**config.mk**
```make
export PLATFORM = sky130hd
export DESIGN_NAME = mrv_margin_verify
export DESIGN_NICKNAME = d
export VERILOG_FILES = /design/src/mrv_margin_verify.v
export VERILOG_INCLUDE_DIRS = /design/src /design/src/src
export SDC_FILE = /design/constraint.sdc
export NUM_CORES = 1
export LEC_CHECK = 0
export BUFFER_PORTS_ARGS = -buffer_cell sky130_fd_sc_hd__buf_2
export CAP_MARGIN = 15
export CELL_PAD_IN_SITES_DETAIL_PLACEMENT = 0
export CELL_PAD_IN_SITES_GLOBAL_PLACEMENT = 1
export CORE_ASPECT_RATIO = 1.25
export CORE_MARGIN = 1.5
export CORE_UTILIZATION = 41
export DETAILED_ROUTE_END_ITERATION = 12
export PLACE_DENSITY_LB_ADDON = 0.1
export SYNTH_ARGS = -nofsm -noshare
export SYNTH_HDL_FRONTEND = slang
export SYNTH_SLANG_ARGS = --single-unit
```
**constraint.sdc**
```tcl
create_clock -name sys_clk -period 3.45 [get_ports sys_clk]
set_input_delay 0.5175 -clock sys_clk [delete_from_list [all_inputs] [get_ports sys_clk]]
set_output_delay 0.5175 -clock sys_clk [all_outputs]
set_load 0.01 [all_outputs]
```
**src/mrv_regs.vh**
```
/*
 Constants for the margin verify command interpreter: command framing,
 bank codes, reply layout and memory organisation.
 Assumes nothing beyond being included by its bare name.
*/
`ifndef MRV_REGS_VH
`define MRV_REGS_VH
`define MRV_OPCODE        16'hE001
`define MRV_BANK_RSV      2'h0
`define MRV_BANK_EPC      2'h1
`define MRV_BANK_TID      2'h2
`define MRV_BANK_USER     2'h3
`define MRV_EPC_BITS      8'h60
`define MRV_RSV_BITS      8'h20
`define MRV_TRIM_DIS_BIT  8'h1F
`define MRV_TID_BITS      8'h60
`define MRV_REPLY_BITS    6'h21
`define MRV_CRC_INIT      16'hFFFF
`define MRV_CRC_POLY      16'h1021
`define MRV_CRC_RESIDUE   16'h1D0F
`define MRV_EBV_MAX       3'h3
`define MRV_LAST_BIT16    5'h0F
`define MRV_BANK_LAST     8'h01
`define MRV_BYTE_LAST     8'h07
`define MRV_TAIL_LAST     8'h1F
`define MRV_ENC_FM0       2'h0
`define MRV_TRIM_W        4
`define MRV_TRIM_DEF      4'h8
`endif

```
**src/mrv_margin_verify.v**
```verilog
/*
 Margin verify command interpreter of the tag controller. Takes the command
 one bit per cycle after the opcode has been recognised, checks handle, CRC,
 length and power, compares the addressed memory bits against the mask under
 margined read, and shifts out the passing reply. Also holds the capacitance
 trim from power-up and the backscatter encoding selection.
 Every refusal is silent; only a valid frame met at low power earns the
 error reply, so the reader never mistakes a brown-out for a failed verify.
 Assumes a bit-serial demodulator front end, a margined NVM read port and a
 reverse link modulator that accept the signals below; nrst is power-on.
*/
`timescale 1ns/1ps
`include "mrv_regs.vh"

module mrv_margin_verify (
  input  wire        sys_clk,        // 10 MHz clock
  input  wire        nrst,           // Synchronous reset, active low
  input  wire        cmd_start,      // Pulse: opcode recognised, fields follow
  input  wire        rx_valid,       // Pulse: one command bit on rx_bit
  input  wire        rx_bit,         // Command bit, MSB first
  input  wire        rx_end,         // Pulse: end of command frame
  input  wire        state_open,     // Tag in open state
  input  wire        state_secured,  // Tag in secured state
  input  wire [15:0] cur_handle,     // Current handle of the tag
  input  wire        power_ok,       // Enough power for margined read
  input  wire        query_trext,    // Pilot-tone bit of the round's query
  input  wire [1:0]  link_enc,       // Encoding chosen by reader (0 FM0)
  input  wire [3:0]  trim_meas,      // Trim value found by the tuner
  input  wire        trim_done,      // Pulse: tuner finished at power-up
  input  wire [95:0] tid_rom,        // Class, maker, model, header, serial
  input  wire        nvm_margin_bit, // Margined read of the addressed bit
  output reg  [1:0]  nvm_bank,       // Bank addressed for margined read
  output reg  [7:0]  nvm_addr,       // Bit address for margined read
  output reg         nvm_margin_en,  // Margined read mode active
  output reg         tx_start,       // Pulse: begin reply
  output reg         tx_pilot,       // Preamble with pilot tone
  output reg         tx_miller,      // Miller subcarrier, else FM0
  output reg         tx_error,       // Reply is insufficient-power error
  output reg         tx_valid,       // Reply bit present
  output reg         tx_bit,         // Reply bit
  output reg  [3:0]  cap_trim        // Held input capacitance trim
);

  // Parser states follow the command fields in order; WAIT holds the
  // verdict until the front end marks the end of the frame
  localparam [2:0] ST_IDLE = 3'h0;
  localparam [2:0] ST_BANK = 3'h1;
  localparam [2:0] ST_PTR  = 3'h2;
  localparam [2:0] ST_LEN  = 3'h3;
  localparam [2:0] ST_MASK = 3'h4;
  localparam [2:0] ST_TAIL = 3'h5;
  localparam [2:0] ST_WAIT = 3'h6;
  localparam [2:0] ST_SEND = 3'h7;

  // Parser and field registers
  reg [2:0]  state_r;
  reg [15:0] crc_r;
  reg [7:0]  cnt_r;
  reg [1:0]  bank_r;
  reg [7:0]  ptr_r;
  reg [2:0]  ebv_blk_r;
  reg        ebv_more_r;
  reg [7:0]  len_r;
  reg        ptr_bad_r;
  reg        mis_r;
  // Captured tail and the reply being shifted out
  reg [31:0] tail_r;
  reg [32:0] reply_r;
  reg [5:0]  txcnt_r;
  // Trim hold
  reg        trim_lock_r;
  reg        trim_dis_r;
  // Combinational helpers; each loop index belongs to one process only
  reg [15:0] reply_crc;
  reg [15:0] opc_crc;
  integer    i;
  integer    j;

  // CRC-16 step over one bit, shared by receive and reply paths
  // MSB first; the register is never complemented here, callers do that
  function [15:0] mrv_crc_step;
    input [15:0] crc;
    input        din;
    begin
      if (crc[15] ^ din)
        mrv_crc_step = {crc[14:0], 1'b0} ^ `MRV_CRC_POLY;
      else
        mrv_crc_step = {crc[14:0], 1'b0};
    end
  endfunction

  // Size of the programmable part of a bank; zero where nothing is writable
  // TID is ROM and user memory is absent, so both verify as out of range
  function [8:0] mrv_bank_size;
    input [1:0] bank;
    begin
      case (bank)
        `MRV_BANK_RSV: mrv_bank_size = {1'b0, `MRV_RSV_BITS};
        `MRV_BANK_EPC: mrv_bank_size = {1'b0, `MRV_EPC_BITS};
        default:       mrv_bank_size = 9'h000;
      endcase
    end
  endfunction

  ////////////////////////////////////////////////////////////////////////////
  // Trim is captured once; later tuner pulses are ignored until power-down
  // The lock is set even when the disable bit keeps the default, so a late
  // tuner pulse cannot retune the front end in the middle of a round
  always @(posedge sys_clk) begin
    if (!nrst) begin
      cap_trim    <= `MRV_TRIM_DEF;
      trim_lock_r <= 1'b0;
    end else if (trim_done && !trim_lock_r) begin
      trim_lock_r <= 1'b1;
      if (!trim_dis_r)
        cap_trim <= trim_meas;
    end
  end

  // Trim disable bit lives in reserved NVM; without an NVM write path it
  // powers up clear, which keeps the tuner in charge
  // Limitation: the bit cannot be set from this block
  always @(posedge sys_clk) begin
    if (!nrst)
      trim_dis_r <= 1'b0;
    else
      trim_dis_r <= trim_dis_r;
  end

  ////////////////////////////////////////////////////////////////////////////
  // Reply CRC over header and handle, computed combinationally
  // The handle only changes between commands, so the value is steady while
  // the reply shifts out; the complement is what goes on the air
  always @* begin
    reply_crc = `MRV_CRC_INIT;
    reply_crc = mrv_crc_step(reply_crc, 1'b0);
    for (i = 15; i >= 0; i = i - 1)
      reply_crc = mrv_crc_step(reply_crc, cur_handle[i]);
    reply_crc = ~reply_crc;
  end

  ////////////////////////////////////////////////////////////////////////////
  // Command parser; field order follows the command frame
  // Bits are taken only on rx_valid, so gaps from the demodulator are
  // harmless; the CRC runs over every field bit, the received CRC included
  always @(posedge sys_clk) begin
    if (!nrst) begin
      // All outputs but cap_trim idle low and the margined read is off
      state_r       <= ST_IDLE;
      crc_r         <= `MRV_CRC_INIT;
      cnt_r         <= 8'h00;
      bank_r        <= 2'h0;
      ptr_r         <= 8'h00;
      ebv_blk_r     <= 3'h0;
      ebv_more_r    <= 1'b0;
      len_r         <= 8'h00;
      ptr_bad_r     <= 1'b0;
      mis_r         <= 1'b0;
      tail_r        <= 32'h0000_0000;
      reply_r       <= 33'h0_0000_0000;
      txcnt_r       <= 6'h00;
      nvm_bank      <= 2'h0;
      nvm_addr      <= 8'h00;
      nvm_margin_en <= 1'b0;
      tx_start      <= 1'b0;
      tx_pilot      <= 1'b0;
      tx_miller     <= 1'b0;
      tx_error      <= 1'b0;
      tx_valid      <= 1'b0;
      tx_bit        <= 1'b0;
    end else begin
      tx_start <= 1'b0;
      tx_valid <= 1'b0;
      case (state_r)
        ST_IDLE: begin
          // Opcode seeds the CRC so the residue check covers the whole frame;
          // outside open or secured the frame passes by unseen
          if (cmd_start && (state_open || state_secured)) begin
            crc_r      <= opc_crc;
            cnt_r      <= 8'h00;
            ptr_r      <= 8'h00;
            ebv_blk_r  <= 3'h0;
            ptr_bad_r  <= 1'b0;
            mis_r      <= 1'b0;
            state_r    <= ST_BANK;
          end
        end
        ST_BANK: if (rx_valid) begin
          // Two bank bits, MSB first; the decode happens at the bounds check
          crc_r  <= mrv_crc_step(crc_r, rx_bit);
          bank_r <= {bank_r[0], rx_bit};
          cnt_r  <= cnt_r + 8'h01;
          if (cnt_r == `MRV_BANK_LAST) begin
            cnt_r   <= 8'h00;
            state_r <= ST_PTR;
          end
        end
        ST_PTR: if (rx_valid) begin
          // EBV: 8-bit blocks sent MSB first; the first bit of a block is the
          // extension flag and the other seven are address bits. A pointer
          // that will not fit eight bits is marked bad, not truncated
          crc_r <= mrv_crc_step(crc_r, rx_bit);
          cnt_r <= cnt_r + 8'h01;
          if (cnt_r == 8'h00)
            ebv_more_r <= rx_bit;
          else begin
            if (ebv_blk_r != 3'h0 && ptr_r[7])
              ptr_bad_r <= 1'b1;                                  // Beyond any bank
            ptr_r <= {ptr_r[6:0], rx_bit};
          end
          if (cnt_r == `MRV_BYTE_LAST) begin
            cnt_r     <= 8'h00;
            ebv_blk_r <= ebv_blk_r + 3'h1;
            if (ebv_blk_r == `MRV_EBV_MAX)
              ptr_bad_r <= 1'b1;
            if (!ebv_more_r)
              state_r <= ST_LEN;
          end
        end
        ST_LEN: if (rx_valid) begin
          // Length closes the address phase: the margined read starts with
          // the first mask bit and the bounds check sees the whole span
          crc_r <= mrv_crc_step(crc_r, rx_bit);
          len_r <= {len_r[6:0], rx_bit};
          cnt_r <= cnt_r + 8'h01;
          if (cnt_r == `MRV_BYTE_LAST) begin
            cnt_r         <= 8'h00;
            nvm_bank      <= bank_r;
            nvm_addr      <= ptr_r;
            nvm_margin_en <= 1'b1;
            state_r       <= ({len_r[6:0], rx_bit} == 8'h00) ? ST_TAIL : ST_MASK;
            if ({1'b0, ptr_r} + {1'b0, len_r[6:0], rx_bit} > mrv_bank_size(bank_r))
              ptr_bad_r <= 1'b1;
          end
        end
        ST_MASK: if (rx_valid) begin
          // The margined bit for the registered nvm_addr is read in the cycle
          // in which the mask bit arrives; a mismatch is sticky and the rest
          // of the mask still feeds the CRC
          crc_r <= mrv_crc_step(crc_r, rx_bit);
          if (nvm_margin_bit != rx_bit)
            mis_r <= 1'b1;
          nvm_addr <= nvm_addr + 8'h01;
          cnt_r    <= cnt_r + 8'h01;
          if (cnt_r + 8'h01 == len_r) begin
            cnt_r         <= 8'h00;
            nvm_margin_en <= 1'b0;
            state_r       <= ST_TAIL;
          end
        end
        ST_TAIL: if (rx_valid) begin
          // Handle then CRC; a frame that ends early is dropped without
          // a verdict, since its CRC can never have been checked
          crc_r  <= mrv_crc_step(crc_r, rx_bit);
          tail_r <= {tail_r[30:0], rx_bit};
          cnt_r  <= cnt_r + 8'h01;
          if (cnt_r == `MRV_TAIL_LAST)
            state_r <= ST_WAIT;
        end else if (rx_end)
          state_r <= ST_IDLE;                                     // Short frame
        ST_WAIT: begin
          // Verdict waits for the end of frame. Power is judged before the
          // compare result, since a margined read at low power proves nothing;
          // handle, CRC and length must still be good for any reply at all
          nvm_margin_en <= 1'b0;
          if (rx_end) begin
            state_r <= ST_IDLE;
            if (crc_r == `MRV_CRC_RESIDUE &&
                tail_r[31:16] == cur_handle &&
                len_r != 8'h00) begin
              if (!power_ok) begin
                tx_start  <= 1'b1;
                tx_error  <= 1'b1;
                tx_pilot  <= query_trext;
                tx_miller <= (link_enc != `MRV_ENC_FM0);
              end else if (!mis_r && !ptr_bad_r) begin
                tx_start  <= 1'b1;
                tx_error  <= 1'b0;
                tx_pilot  <= query_trext;
                tx_miller <= (link_enc != `MRV_ENC_FM0);
                reply_r   <= {1'b0, cur_handle, reply_crc};
                txcnt_r   <= `MRV_REPLY_BITS;
                state_r   <= ST_SEND;
              end
            end
          end
        end
        ST_SEND: begin
          // Modulator takes one bit per cycle after tx_start
          // The header bit leaves first; the counter ends the burst
          tx_valid <= 1'b1;
          tx_bit   <= reply_r[32];
          reply_r  <= {reply_r[31:0], 1'b0};
          txcnt_r  <= txcnt_r - 6'h01;
          if (txcnt_r == 6'h01)
            state_r <= ST_IDLE;
        end
        default: state_r <= ST_IDLE;
      endcase
    end
  end

  ////////////////////////////////////////////////////////////////////////////
  // CRC state after the 16 opcode bits, which the front end already consumed;
  // the opcode is fixed, so this folds to a constant and costs no flops
  always @* begin
    opc_crc = `MRV_CRC_INIT;
    for (j = 15; j >= 0; j = j - 1)
      opc_crc = mrv_crc_step(opc_crc, opc_bits(j));
  end

  function opc_bits;
    input integer k;
    reg [15:0] op;
    begin
      op       = `MRV_OPCODE;
      opc_bits = op[k];
    end
  endfunction

  // TID ROM is read-only and is never a verify target
  // Kept as a port so the ROM stays wired; the reduction only marks it read
  wire tid_unused = ^tid_rom;

endmodule

```
==> impl_results.md <==
* Fin cells at 1190
* Number of global-route vias before repair at 6246
* Number of CTS-inserted buffers at 17
* Final Cycle Share at 0.920
* Slew Limit Fails at 0
* Critical Path Max Stage Delay at 0.42 ns
* All-layer global routing usage at 0.208
* Commonest cells after routing, fill and taps aside: nand2_1, dfxtp_1, a21oi_1, o21ai_0, buf_2
* HPWL after DPL at 14000 um
* Clock buffer depth at 2
* Most used cell, CP: ha_1
* DRT antenna net count at 0
* Total gr overflow at 0
* CTS tree: done
* Hold Crit Start: trim_meas[3]
* Critical path's top delay family: compound AO/OA/AOI/OAI gates
* Crit end category: register
* Synth unique cells at 75
* Critical Path Start Type: register
* Endpoints failing hold at 0
* Syn Std Cell Area at 7610 um2
* Hold Crit Class: input port to register
* Grt met1 use at 0.249
* Largest net degree at the start of global routing at 78
* Setup bufs post-CTS at 0
* Synth area leader: dfxtp_1
* I/O Pins at 151
* Final instance area at 8600 um2
* Syn nets at 1071
* Final setup margin at 0.276 ns
* # DRC at 0
* Leakage at 0.00316 uW
* Buf/Inv on CP at 0
* Crit-path max FO at 4
* # fillers at 1791
* Pre-CTS setup slack at -0.0306 ns
* Outcome: finished, final reports clean
* Placeable Area at 18200 um2
* Total wire length at 19900 um
* Min Tclk post-route at 3.17 ns
* Routed length per instance at 16.7 um
* Area growth, synth to finish at 13.1%
* Arrival @ worst endpoint at 3.52 ns
* Async set-reset flop share out of synthesis at 0
* Worst path slowest cell: fa_1
* Commonest non-fill, non-tap cell in the layout: nand2_1
* Share of the synthesized area in the top cell type at 0.379
* Root buf cell: clkbuf_16
* Syn avg cell area at 8.26 um2
* Footprint of the multi-input gates at 4380 um2
* First-pass GRT wire length at 32500 um
* Placed cells at 1157
* GRT met2 Usage at 0.377
* Worst reg2reg path startpoint: ptr_r[0]
* Tot Pwr at 4530 uW
* Max_cap viols at 0
* DRT iter0 DRCs at 321
* CP Launch Point: ptr_r[0]
* Worst Clk Skew at 0.0122 ns
* Vias per cell at 5.59
* Skew-Pair Late Insertion Delay at 0.43 ns
* Pre-antenna DRT Iters at 4
* Max VDD drop at 0.335 mV
* Layout cells sized above 1 at 0.125
* Die Ht at 155 um
* Initial antenna violation count at 1
* Worst-margin pin slew at 0.756 ns
* RSZ-0062 raised after global routing: false
* Sequential standard cell area at 2880 um2
* Setup CP Type: register to register
* Final-stage net count at 1098
* CTS sink cnt at 144
* Critical-path cell list: ha_1 -> fa_1 -> a211oi_2 -> nor3b_1 -> o31ai_2 -> a21boi_0 -> ha_1 -> nand2_1 -> nor4_1 -> a31oi_1 -> o31ai_1 -> mux2i_1
* Chip Width at 125 um
* GPL Wtd Cong at 0.821
* Hold Slack at 0.306 ns
* Reg2Reg Setup Slack at 0.28 ns
* Input/output buffers at 54
* Fmax at 315 MHz
* H-tree levels at 4
* EDFF count, synth at 0
* Clk slew on worst S/H paths at 0.06 ns
* Synth Flop Type: dfxtp_1
* Power Dens Cells at 526 nW/um2
* Synth Instances at 921
* CP required at 3.80 ns
* Cell Area, Placed at 8040 um2
* Ranking of synthesized cells by area: dfxtp_1, nand2_1, a21oi_1
* Starting Density at 0.419
* Synth warn at 0
* Via count at 6654
* Cell row count at 55
* Grt met3 use at 0.0457
* Yosys reg bits at 144
* Die area at 19400 um2
* Post-synthesis sequential area ratio at 0.379
* Number of setup violations in the final report at 0
* Global route hottest layer: met2
* Worst slew margin at 0.495
-- synthesized netlist by cell type, types with 7 or more instances --
master	n
a211oi_1	18
a21oi_1	103
a221o_1	9
a31oi_1	8
clkbuf_1	51
dfxtp_1	144
ha_1	19
inv_1	21
mux2i_1	38
nand2_1	145
nand2b_1	13
nand3_1	29
nor2_1	47
nor2b_1	10
nor3_1	18
nor4_1	10
o21ai_0	61
o31ai_1	11
or3_1	7
xnor2_1	32
xor2_1	35
-- worst paths after layout --
kind                                    end  cells after the start
worst min register to register   tail_r[16]                      2
worst min-delay path            cap_trim[3]                      3
worst max-delay path              ptr_bad_r                     12
worst max register to register    ptr_bad_r                     12
-- flip-flops by register name, indices dropped and copies added (netlist names), 2 cells and up --
| name | flops |
|---|---|
| crc_r | 16 |
| ptr_r | 8 |
| txcnt_r | 6 |
| nvm_bank | 2 |
| cnt_r | 8 |
| nvm_addr | 8 |
| state_r | 3 |
| bank_r | 2 |
| reply_r | 33 |
| ebv_blk_r | 3 |
| len_r | 8 |
| cap_trim | 4 |
| tail_r | 32 |
-- worst register-to-register path: cells and delay by family, from the launching register on --
| family | cells | cell delay (ns) |
|---|---|---|
| AO/OA/AOI/OAI | 5 | 1.26 |
| adder cells (fa/ha/maj) | 3 | 0.85 |
| flip-flops | 1 | 0.37 |
| multiplexers | 1 | 0.22 |
| AND/OR/NAND/NOR | 3 | 0.40 |
-- cell families after synthesis --
kind of cell	Yosys count	synth area share
fa+ha+maj	20	0.0339
mux	39	0.0515
simple gates	318	0.202
compound gates	247	0.200
xor+xnor	70	0.0862
buf+inv	83	0.0480
flops	144	0.379
-- repair_timing --
action / in CTS / in global routing
gates resized for setup: 0 / 2
hold buffers: 0 / 0
setup endpoints to repair: 0 / 1
-- where the power goes --
part	switching, uW	internal (uW)
clock network	776	979
logic	589	336
registers	115	1730
-- metrics by stage --
stage | utilization | setup TNS, ns
4_1_cts | 0.473 | 0
2_1_floorplan | - | 0
3_3_place_gp | 0.442 | 0
5_1_grt | 0.473 | 0
3_5_place_dp | 0.442 | -0.0306
6_report | 0.474 | 0
-- metal layers --
metal,share of wire,vias up
li1,-,3312
met1,0.43,3201
met2,0.52,124
met3,0.035,17
met4,0.010,0
met5,0,-
-- final cells by class --
type / count / area share
clock buffers: 21 / 0.0535
well taps: 228 / 0.0332
flip-flops and latches: 144 / 0.335
inverters: 21 / 0.00916
diodes: 1 / 0.000291
repair buffers: 70 / 0.0483
multi-input cells: 694 / 0.509
clock inverters: 11 / 0.0112
Note: power is estimated with default switching activity, not from simulation.
